--- src/ssps_pkg.sv ---
// constants and register map of the synchronous serial port
package ssps_pkg;
  localparam logic [2:0] ADDR_TXSC = 3'h0;
  localparam logic [2:0] ADDR_RXSC = 3'h1;
  localparam logic [2:0] ADDR_BAUDC = 3'h2;
  localparam logic [2:0] ADDR_BRGL = 3'h3;
  localparam logic [2:0] ADDR_HIGH_SPEED_BAUD = 3'h4;
  localparam logic [2:0] ADDR_TXD = 3'h5;
  localparam logic [2:0] ADDR_RXD = 3'h6;
  localparam logic [2:0] ADDR_IRQC = 3'h7;
  // transmit_status_control fields
  localparam int TX_CLOCK_SOURCE_MASTER = 7;
  localparam int TX_NINE = 6;
  localparam int TX_EN = 5;
  localparam int TX_SYNC = 4;
  localparam int TX_HSPD = 2;
  localparam int TX_IDLE = 1;
  localparam int TX_BIT9 = 0;
  // receive_status_control fields
  localparam int RX_PORT_ENABLE = 7;
  localparam int RX_NINE = 6;
  localparam int RX_SINGLE_RECEIVE_ENABLE = 5;
  localparam int RX_CONTINUOUS_RECEIVE_ENABLE = 4;
  localparam int RX_FRAMING_ERROR_FLAG = 2;
  localparam int RX_OVERRUN_FLAG = 1;
  localparam int RX_BIT9 = 0;
  // baud_control fields
  localparam int BC_RIDLE = 6;
  localparam int BC_WIDE = 3;
  // irq control fields
  localparam int IC_RECEIVE_IRQ_ENABLE = 0;
  localparam int IC_TRANSMIT_IRQ_ENABLE = 1;
  localparam int IC_PERIPHERAL_IRQ_ENABLE = 2;
  localparam int IC_GIE = 3;
  localparam int IC_RECEIVE_COMPLETE_FLAG = 4;
  localparam int IC_TRANSMIT_BUFFER_EMPTY_FLAG = 5;
  localparam logic [7:0] RST_REG = 8'h00;
  localparam logic [3:0] LAST_BIT8 = 4'h7;
  localparam logic [3:0] LAST_BIT9 = 4'h8;
  localparam logic [1:0] FIFO_DEPTH = 2'h2;
endpackage : ssps_pkg

--- src/ssps_top.sv ---
// synchronous serial port, master and slave, with register port
//
// The placing of the registers and the plain strobed port were decided locally.
`timescale 1ns/1ps
module ssps_top (
  input wire logic mclk,
  input wire logic srst,
  input wire logic [2:0] addr,
  input wire logic [7:0] wdata,
  input wire logic wr_stb,
  input wire logic rd_stb,
  output logic [7:0] rdata,
  input wire logic clock_pin_in,
  output logic clock_pin_out,
  output logic clock_pin_oe,
  input wire logic data_pin_in,
  output logic data_pin_out,
  output logic data_pin_oe,
  output logic rx_irq_req,
  output logic wake_req,
  output logic vector_req
);
  typedef struct packed {
    logic clock_source_master, tx9, transmit_enable, sync, high_speed_baud, tx_ninth_bit;
    logic port_enable, rx9, single_receive_enable, continuous_receive_enable, wide;
    logic [15:0] brg;
    logic receive_irq_enable, transmit_irq_enable, peripheral_irq_enable, global_irq_enable;
    logic [8:0] hold;
    logic hold_full;
    logic [8:0] transmit_shift_register;
    logic tx_busy;
    logic [3:0] tx_cnt;
    logic [8:0] receive_shift_register;
    logic [3:0] rx_cnt;
    logic [1:0][8:0] fifo;
    logic [1:0] fcnt;
    logic fhead;
    logic overrun_flag;
    logic ck_lvl;
    logic [15:0] bcnt;
    logic ck_s1, ck_s2, ck_s3, dt_s1, dt_s2;
    logic dt_out, ck_oe, dt_oe;
    logic [7:0] rdata;
    logic rxirq, wake, vect;
  } ssps_state_s;

  ssps_state_s s_reg;
  ssps_state_s s_next;
  logic master, slave, rxm, txm, lead, trail, tx_done, rx_done, pop, push, receive_complete_flag, transmit_buffer_empty_flag, wr_rxsc;
  logic [8:0] rx_v;
  logic [15:0] div;

  function automatic logic hit(input logic stb, input logic [2:0] a, input logic [2:0] idx);
    hit = stb && (a == idx);
  endfunction : hit

  assign rdata = s_reg.rdata;
  assign clock_pin_out = s_reg.ck_lvl;
  assign clock_pin_oe = s_reg.ck_oe;
  assign data_pin_out = s_reg.dt_out;
  assign data_pin_oe = s_reg.dt_oe;
  assign rx_irq_req = s_reg.rxirq;
  assign wake_req = s_reg.wake;
  assign vector_req = s_reg.vect;

  always_comb begin
    s_next = s_reg;
    s_next.ck_s1 = clock_pin_in;
    s_next.ck_s2 = s_reg.ck_s1;
    s_next.ck_s3 = s_reg.ck_s2;
    s_next.dt_s1 = data_pin_in;
    s_next.dt_s2 = s_reg.dt_s1;
    lead = 1'h0;
    trail = 1'h0;
    tx_done = 1'h0;
    rx_done = 1'h0;
    push = 1'h0;
    master = s_reg.sync && s_reg.clock_source_master && s_reg.port_enable;
    slave = s_reg.sync && !s_reg.clock_source_master && s_reg.port_enable;
    rxm = s_reg.sync && s_reg.port_enable && (s_reg.single_receive_enable || s_reg.continuous_receive_enable);
    txm = s_reg.sync && s_reg.port_enable && !(s_reg.single_receive_enable || s_reg.continuous_receive_enable) && s_reg.transmit_enable;
    div = s_reg.wide ? s_reg.brg : {8'h00, s_reg.brg[7:0]};
    rx_v = {s_reg.dt_s2, s_reg.receive_shift_register[8:1]};
    pop = hit(rd_stb, addr, ssps_pkg::ADDR_RXD) && (s_reg.fcnt != 2'h0);
    wr_rxsc = hit(wr_stb, addr, ssps_pkg::ADDR_RXSC);
    // clock: own divider in master mode, pin edges in slave mode
    if (master) begin
      if (!(rxm ? !s_reg.overrun_flag : s_reg.tx_busy)) begin
        s_next.bcnt = 16'h0000;
        s_next.ck_lvl = 1'h0;
      end else if (s_reg.bcnt == div) begin
        s_next.bcnt = 16'h0000;
        s_next.ck_lvl = !s_reg.ck_lvl;
        lead = !s_reg.ck_lvl;
        trail = s_reg.ck_lvl;
      end else begin
        s_next.bcnt = s_reg.bcnt + 16'h0001;
      end
    end else begin
      s_next.bcnt = 16'h0000;
      s_next.ck_lvl = 1'h0;
      lead = slave && s_reg.ck_s2 && !s_reg.ck_s3;
      trail = slave && !s_reg.ck_s2 && s_reg.ck_s3;
    end
    if (txm) begin
      if (s_reg.tx_busy) begin
        if (lead) begin
          s_next.dt_out = s_reg.transmit_shift_register[0];
          s_next.transmit_shift_register = {1'h0, s_reg.transmit_shift_register[8:1]};
        end
        if (trail) begin
          if (s_reg.tx_cnt == (s_reg.tx9 ? ssps_pkg::LAST_BIT9 : ssps_pkg::LAST_BIT8)) begin
            tx_done = 1'h1;
            s_next.tx_busy = 1'h0;
            s_next.tx_cnt = 4'h0;
          end else begin
            s_next.tx_cnt = s_reg.tx_cnt + 4'h1;
          end
        end
      end
      if ((!s_reg.tx_busy || tx_done) && s_reg.hold_full) begin
        s_next.transmit_shift_register = s_reg.hold;
        s_next.tx_busy = 1'h1;
        s_next.hold_full = 1'h0;
        s_next.tx_cnt = 4'h0;
      end
    end else begin
      s_next.tx_busy = 1'h0;
      s_next.tx_cnt = 4'h0;
    end
    // receive on trailing edge, slave always continuous
    if (rxm && !s_reg.overrun_flag) begin
      if (trail) begin
        s_next.receive_shift_register = rx_v;
        if (s_reg.rx_cnt == (s_reg.rx9 ? ssps_pkg::LAST_BIT9 : ssps_pkg::LAST_BIT8)) begin
          rx_done = 1'h1;
          s_next.rx_cnt = 4'h0;
        end else begin
          s_next.rx_cnt = s_reg.rx_cnt + 4'h1;
        end
      end
    end else begin
      s_next.rx_cnt = 4'h0;
    end
    if (pop) begin
      s_next.fhead = !s_reg.fhead;
    end
    if (rx_done) begin
      if (s_reg.fcnt != ssps_pkg::FIFO_DEPTH || pop) begin
        push = 1'h1;
        s_next.fifo[s_reg.fhead ^ s_reg.fcnt[0]] = s_reg.rx9 ? rx_v : {1'h0, rx_v[8:1]};
      end
    end
    s_next.fcnt = s_reg.fcnt + {1'h0, push} - {1'h0, pop};
    // in master mode, single receive ends after one character
    if (master && rx_done) begin
      s_next.single_receive_enable = 1'h0;
    end
    // register writes
    if (hit(wr_stb, addr, ssps_pkg::ADDR_TXSC)) begin
      s_next.clock_source_master = wdata[ssps_pkg::TX_CLOCK_SOURCE_MASTER];
      s_next.tx9 = wdata[ssps_pkg::TX_NINE];
      s_next.transmit_enable = wdata[ssps_pkg::TX_EN];
      s_next.sync = wdata[ssps_pkg::TX_SYNC];
      s_next.high_speed_baud = wdata[ssps_pkg::TX_HSPD];
      s_next.tx_ninth_bit = wdata[ssps_pkg::TX_BIT9];
    end
    if (wr_rxsc) begin
      s_next.port_enable = wdata[ssps_pkg::RX_PORT_ENABLE];
      s_next.rx9 = wdata[ssps_pkg::RX_NINE];
      s_next.single_receive_enable = wdata[ssps_pkg::RX_SINGLE_RECEIVE_ENABLE];
      s_next.continuous_receive_enable = wdata[ssps_pkg::RX_CONTINUOUS_RECEIVE_ENABLE];
    end
    if (hit(wr_stb, addr, ssps_pkg::ADDR_BAUDC)) begin
      s_next.wide = wdata[ssps_pkg::BC_WIDE];
    end
    if (hit(wr_stb, addr, ssps_pkg::ADDR_BRGL)) begin
      s_next.brg[7:0] = wdata;
    end
    if (hit(wr_stb, addr, ssps_pkg::ADDR_HIGH_SPEED_BAUD)) begin
      s_next.brg[15:8] = wdata;
    end
    if (hit(wr_stb, addr, ssps_pkg::ADDR_IRQC)) begin
      s_next.receive_irq_enable = wdata[ssps_pkg::IC_RECEIVE_IRQ_ENABLE];
      s_next.transmit_irq_enable = wdata[ssps_pkg::IC_TRANSMIT_IRQ_ENABLE];
      s_next.peripheral_irq_enable = wdata[ssps_pkg::IC_PERIPHERAL_IRQ_ENABLE];
      s_next.global_irq_enable = wdata[ssps_pkg::IC_GIE];
    end
    if (hit(wr_stb, addr, ssps_pkg::ADDR_TXD)) begin
      s_next.hold = {s_reg.tx_ninth_bit, wdata};
      s_next.hold_full = 1'h1;
    end
    // overrun clears on continuous-enable clear or single-mode read; a new overrun wins
    if ((wr_rxsc && !wdata[ssps_pkg::RX_CONTINUOUS_RECEIVE_ENABLE])
        || (hit(rd_stb, addr, ssps_pkg::ADDR_RXD) && s_reg.single_receive_enable && !s_reg.continuous_receive_enable)) begin
      s_next.overrun_flag = 1'h0;
    end
    if (rx_done && !push) begin
      s_next.overrun_flag = 1'h1;
    end
    // disabled port is held in reset
    if (!s_next.port_enable) begin
      s_next.hold_full = 1'h0;
      s_next.tx_busy = 1'h0;
      s_next.tx_cnt = 4'h0;
      s_next.rx_cnt = 4'h0;
      s_next.fcnt = 2'h0;
      s_next.overrun_flag = 1'h0;
      s_next.dt_out = 1'h0;
    end
    receive_complete_flag = s_reg.fcnt != 2'h0;
    transmit_buffer_empty_flag = !s_reg.hold_full;
    s_next.ck_oe = master;
    s_next.dt_oe = s_reg.sync && s_reg.port_enable && !(s_reg.single_receive_enable || s_reg.continuous_receive_enable);
    // receive request gated by its enable
    s_next.rxirq = receive_complete_flag && s_reg.receive_irq_enable;
    s_next.wake = (receive_complete_flag && s_reg.receive_irq_enable) || (transmit_buffer_empty_flag && s_reg.transmit_irq_enable && s_reg.peripheral_irq_enable);
    s_next.vect = s_next.wake && s_reg.global_irq_enable;
    s_next.rdata = ssps_pkg::RST_REG;
    if (rd_stb) begin
      unique case (addr)
        ssps_pkg::ADDR_TXSC: s_next.rdata = {s_reg.clock_source_master, s_reg.tx9, s_reg.transmit_enable, s_reg.sync, 1'h0,
                                             s_reg.high_speed_baud, !s_reg.tx_busy, s_reg.tx_ninth_bit};
        ssps_pkg::ADDR_RXSC: s_next.rdata = {s_reg.port_enable, s_reg.rx9, s_reg.single_receive_enable, s_reg.continuous_receive_enable, 2'h0,
                                             s_reg.overrun_flag, s_reg.fifo[s_reg.fhead][8]};
        ssps_pkg::ADDR_BAUDC: s_next.rdata = {1'h0, !(rxm && s_reg.rx_cnt != 4'h0), 2'h0, s_reg.wide, 3'h0};
        ssps_pkg::ADDR_BRGL: s_next.rdata = s_reg.brg[7:0];
        ssps_pkg::ADDR_HIGH_SPEED_BAUD: s_next.rdata = s_reg.brg[15:8];
        ssps_pkg::ADDR_TXD: s_next.rdata = ssps_pkg::RST_REG;
        ssps_pkg::ADDR_RXD: s_next.rdata = s_reg.fifo[s_reg.fhead][7:0];
        ssps_pkg::ADDR_IRQC: s_next.rdata = {2'h0, transmit_buffer_empty_flag, receive_complete_flag, s_reg.global_irq_enable, s_reg.peripheral_irq_enable, s_reg.transmit_irq_enable, s_reg.receive_irq_enable};
      endcase
    end
  end

  always_ff @(posedge mclk) begin
    if (srst) begin
      s_reg <= '0;
    end else begin
      s_reg <= s_next;
    end
  end
endmodule : ssps_top

--- config.mk ---
export PLATFORM = sky130hd
export DESIGN_NAME = ssps_top
export DESIGN_NICKNAME = d
export VERILOG_FILES = /design/src/ssps_pkg.sv /design/src/ssps_top.sv
export SDC_FILE = /design/constraint.sdc
export NUM_CORES = 1
export LEC_CHECK = 0
export ABC_AREA = 1
export BUFFER_PORTS_ARGS = -buffer_cell sky130_fd_sc_hd__buf_2
export CORE_MARGIN = 3
export CORE_UTILIZATION = 50
export DETAILED_ROUTE_END_ITERATION = 8
export GPL_ROUTABILITY_DRIVEN = 0
export GPL_TIMING_DRIVEN = 0
export HOLD_SLACK_MARGIN = 0.03
export PLACE_DENSITY_LB_ADDON = 0.15
export SLEW_MARGIN = 5
export SYNTH_ARGS = -nofsm -noshare
export SYNTH_HDL_FRONTEND = slang
export SYNTH_SLANG_ARGS = --single-unit
export TNS_END_PERCENT = 100
--- constraint.sdc ---
create_clock -name mclk -period 2.65 [get_ports mclk]
set_input_delay 0.1325 -clock mclk [delete_from_list [all_inputs] [get_ports mclk]]
set_output_delay 0.1325 -clock mclk [all_outputs]
set_load 0.03 [all_outputs]
==> key figures <==
Routing
  • Post-route ant nets: 0
  • Final WL: 15400 um
  • Post-route DRC: 0
  • Vias per cell: 5.33
  • Initial DRC count: 527
  • Wire per inst: 14.6 um
  • Via count: 5638
  • Pre-Repair DR Iteration Count: 5

Worst setup path
  • Worst Setup Start Kind: flip-flop
  • Crit end category: flip-flop
  • CP arrival: 2.84 ns
  • Worst Path Required: 3.01 ns
  • Source of the critical timing path: s_reg[28]
  • Reg2Reg Depth: 16
  • Reg2Reg Launch Point: s_reg[28]
  • CP Max Fanout: 6
  • WS Path Type: flip-flop to flip-flop

Logic synthesis
  • Prevailing post-synth register cell: dfxtp_1
  • Synth Net Count: 872
  • Ys Warns: 0
  • Post-synth cell types: 40
  • Post-synthesis sequential area ratio: 42.6%
  • Post-synthesis instance total: 849
  • Cell area after synthesis: 5880 um2
  • Synth Area per Inst: 6.92 um2
  • Seq cells post-synth: 125
  • Asr flop ratio synth: 0%
  • EDFF count, synth: 0

Finish
  • Share of cells above drive strength 1: 10.7%
  • Most common cell after layout, fill and taps aside: nand2_1
  • Ant diodes: 0
  • Synth-to-layout area growth: 16.0%
  • Max reg flops: 98
  • Most frequent cells in the layout: nand2_1, nor2_1, dfxtp_1, inv_1, o21ai_0
  • Nets: 929

Die
  • Die area: 13100 um2
  • Overall die height: 114 um
  • Core area: 11200 um2
  • FP Rows: 38
  • Initial Utilization: 52.6%
  • # IOs: 32
  • Die width: 114 um

Timing
  • Max-slew violations: 0
  • Crit share post-route: 93.8%
  • Final WS setup: 0.165 ns
  • Clk_skew: 0.0102 ns
  • Final setup fails: 0
  • Worst hold slack: 0.0451 ns
  • Max Clock Freq: 402 MHz
  • Hold Fails Final Rpt: 0
  • Worst-Margin Slew: 0.698 ns
  • Fin crit period: 2.48 ns
  • Worst rel slew slack: 53.5%

Power and ir drop
  • Lkg Pwr: 2.89 nW
  • Gate power share: 4.3%
  • Switch Pwr: 0.958 mW
  • Peak VDD IR: 0.000721 V
  • Clk pwr share: 49.9%
  • Reg power frac: 45.8%
  • Net Sw Frac: 22.8%
  • P_int: 3.25 mW
  • PD cells: 617 nW/um2

Global routing
  • GRT Total Usage: 24.9%
  • GR Overflow Total: 0
  • Initial antenna violation count: 0
  • First-pass GRT wire length: 25500 um
  • Vias in the first global route: 5290
  • Largest net degree at the start of global routing: 17

Worst hold path
  • HP Class: input port to flip-flop
  • Worst Min Path Start: wdata[5]
  • Hold Path Depth: 3

Status
  • Status: finished, final reports clean

Clock tree
  • H-Tree Depth: 4
  • TritonCTS buffer count: 17
  • Clk_lat worst skew: 0.43 ns
  • Clk root buf: clkbuf_16
  • Worst-case clock buffer depth: 2
  • Reg clk slew, reported paths: 0.06 ns
  • CTS tree: done
  • Clock Sinks: 125

Run
  • Maxcap violations: 0

Place
  • Worst slack, placed: -0.111 ns
  • Placed wire-length estimate: 11400 um
  • PortBufs: 30
## Yosys cell counts, types with 6 or more instances
library cell | instances | area (um2)
ha_1 | 6 | 75.1
inv_1 | 103 | 387
nor2_1 | 146 | 548
nand2_1 | 179 | 672
dfxtp_1 | 125 | 2500
clkbuf_1 | 19 | 71.3
nor3_1 | 17 | 85.1
nand3_1 | 40 | 200
o21ai_0 | 71 | 355
a21oi_1 | 62 | 310
a31oi_1 | 6 | 37.5
xor2_1 | 8 | 70.1
buf_4 | 8 | 60.1
## per-layer routing
layer | global-route usage [%] | up-vias | wire length (um)
li1 | - | 2829 | -
met1 | 30.6 | 2582 | 6570
met2 | 42.0 | 187 | 7430
met3 | 6.61 | 40 | 1050
met4 | 8.63 | 0 | 394
met5 | 0 | - | 0
## path summary, 6_finish.rpt
| check | end | slack, ns |
|---|---|---|
| worst max register to register | s_reg[39] | 0.17 |
| worst min register to register | s_next[16] | 0.40 |
| worst max-delay path | s_reg[39] | 0.17 |
| worst min-delay path | s_reg[117] | 0.05 |
## area by class of cell
cell class | instances | area [um2]
timing repair buffer | 39 | 225
sequential | 125 | 2500
clock buffer | 22 | 454
buffer | 31 | 174
multi-input combinational | 584 | 2800
tap | 140 | 175
inverter | 108 | 415
clock inverter | 8 | 70.1
fill | 1047 | 4360
## power groups by stage
stage	Combinational, mW	Sequential (mW)	Clock (mW)
global route	0.202	1.93	2.21
floorplan	0.105	1.96	0
detailed placement	0.171	1.96	0
global placement	0.167	1.96	0
finish	0.183	1.93	2.10
CTS	0.177	1.93	2.11
## worst max-delay path, stage by stage, from the launching register on
cell and delay, ns:
dfxtp_1 0.42, inv_1 0.12, nand3_1 0.08, nand2_1 0.05
nor2_1 0.08, nand2_1 0.11, nor2_4 0.18, nand3_2 0.11
nand2_4 0.11, nand3_4 0.07, nor2_4 0.13, inv_1 0.05
ha_1 0.26, inv_1 0.04, ha_1 0.18, or2_2 0.31
a21oi_2 0.13
## cell families (layout without fill, tap and decap cells)
logic type / count (synthesis) / count (layout) / synth area share, %
and+or+nand+nor: 408 / 408 / 29.6
AOI/OAI and AO/OA: 158 / 158 / 14.6
buffers and inverters: 140 / 208 / 10.2
DFF: 125 / 125 / 42.6
xor gates and xnor gates: 12 / 12 / 1.79
adders and majority gates: 6 / 6 / 1.28
## per-stage QoR
step           cell area [um2]  setup TNS [ns]  power [mW]  utilization, %  instances
6_report                  6820               0        4.21            61.0       1057
5_1_grt                   6820       -0.000164        4.34            61.0       1057
4_1_cts                   6770               0        4.21            60.5       1052
3_5_place_dp              6200          -0.111        2.14            55.5       1019
3_3_place_gp              6200         -0.0427        2.13            55.5       1019
2_1_floorplan             5880               0        2.06               -        849
## repair_timing
| action | in CTS | in global routing |
|---|---|---|
| endpoints found under the hold margin | 5 | 0 |
| buffers inserted | 0 | 6 |
| hold buffers | 3 | 0 |
| setup endpoints to repair | 1 | 1 |
| pin swaps | 0 | 6 |
| resized for setup | 2 | 4 |
Note: power is estimated with default switching activity, not from simulation.
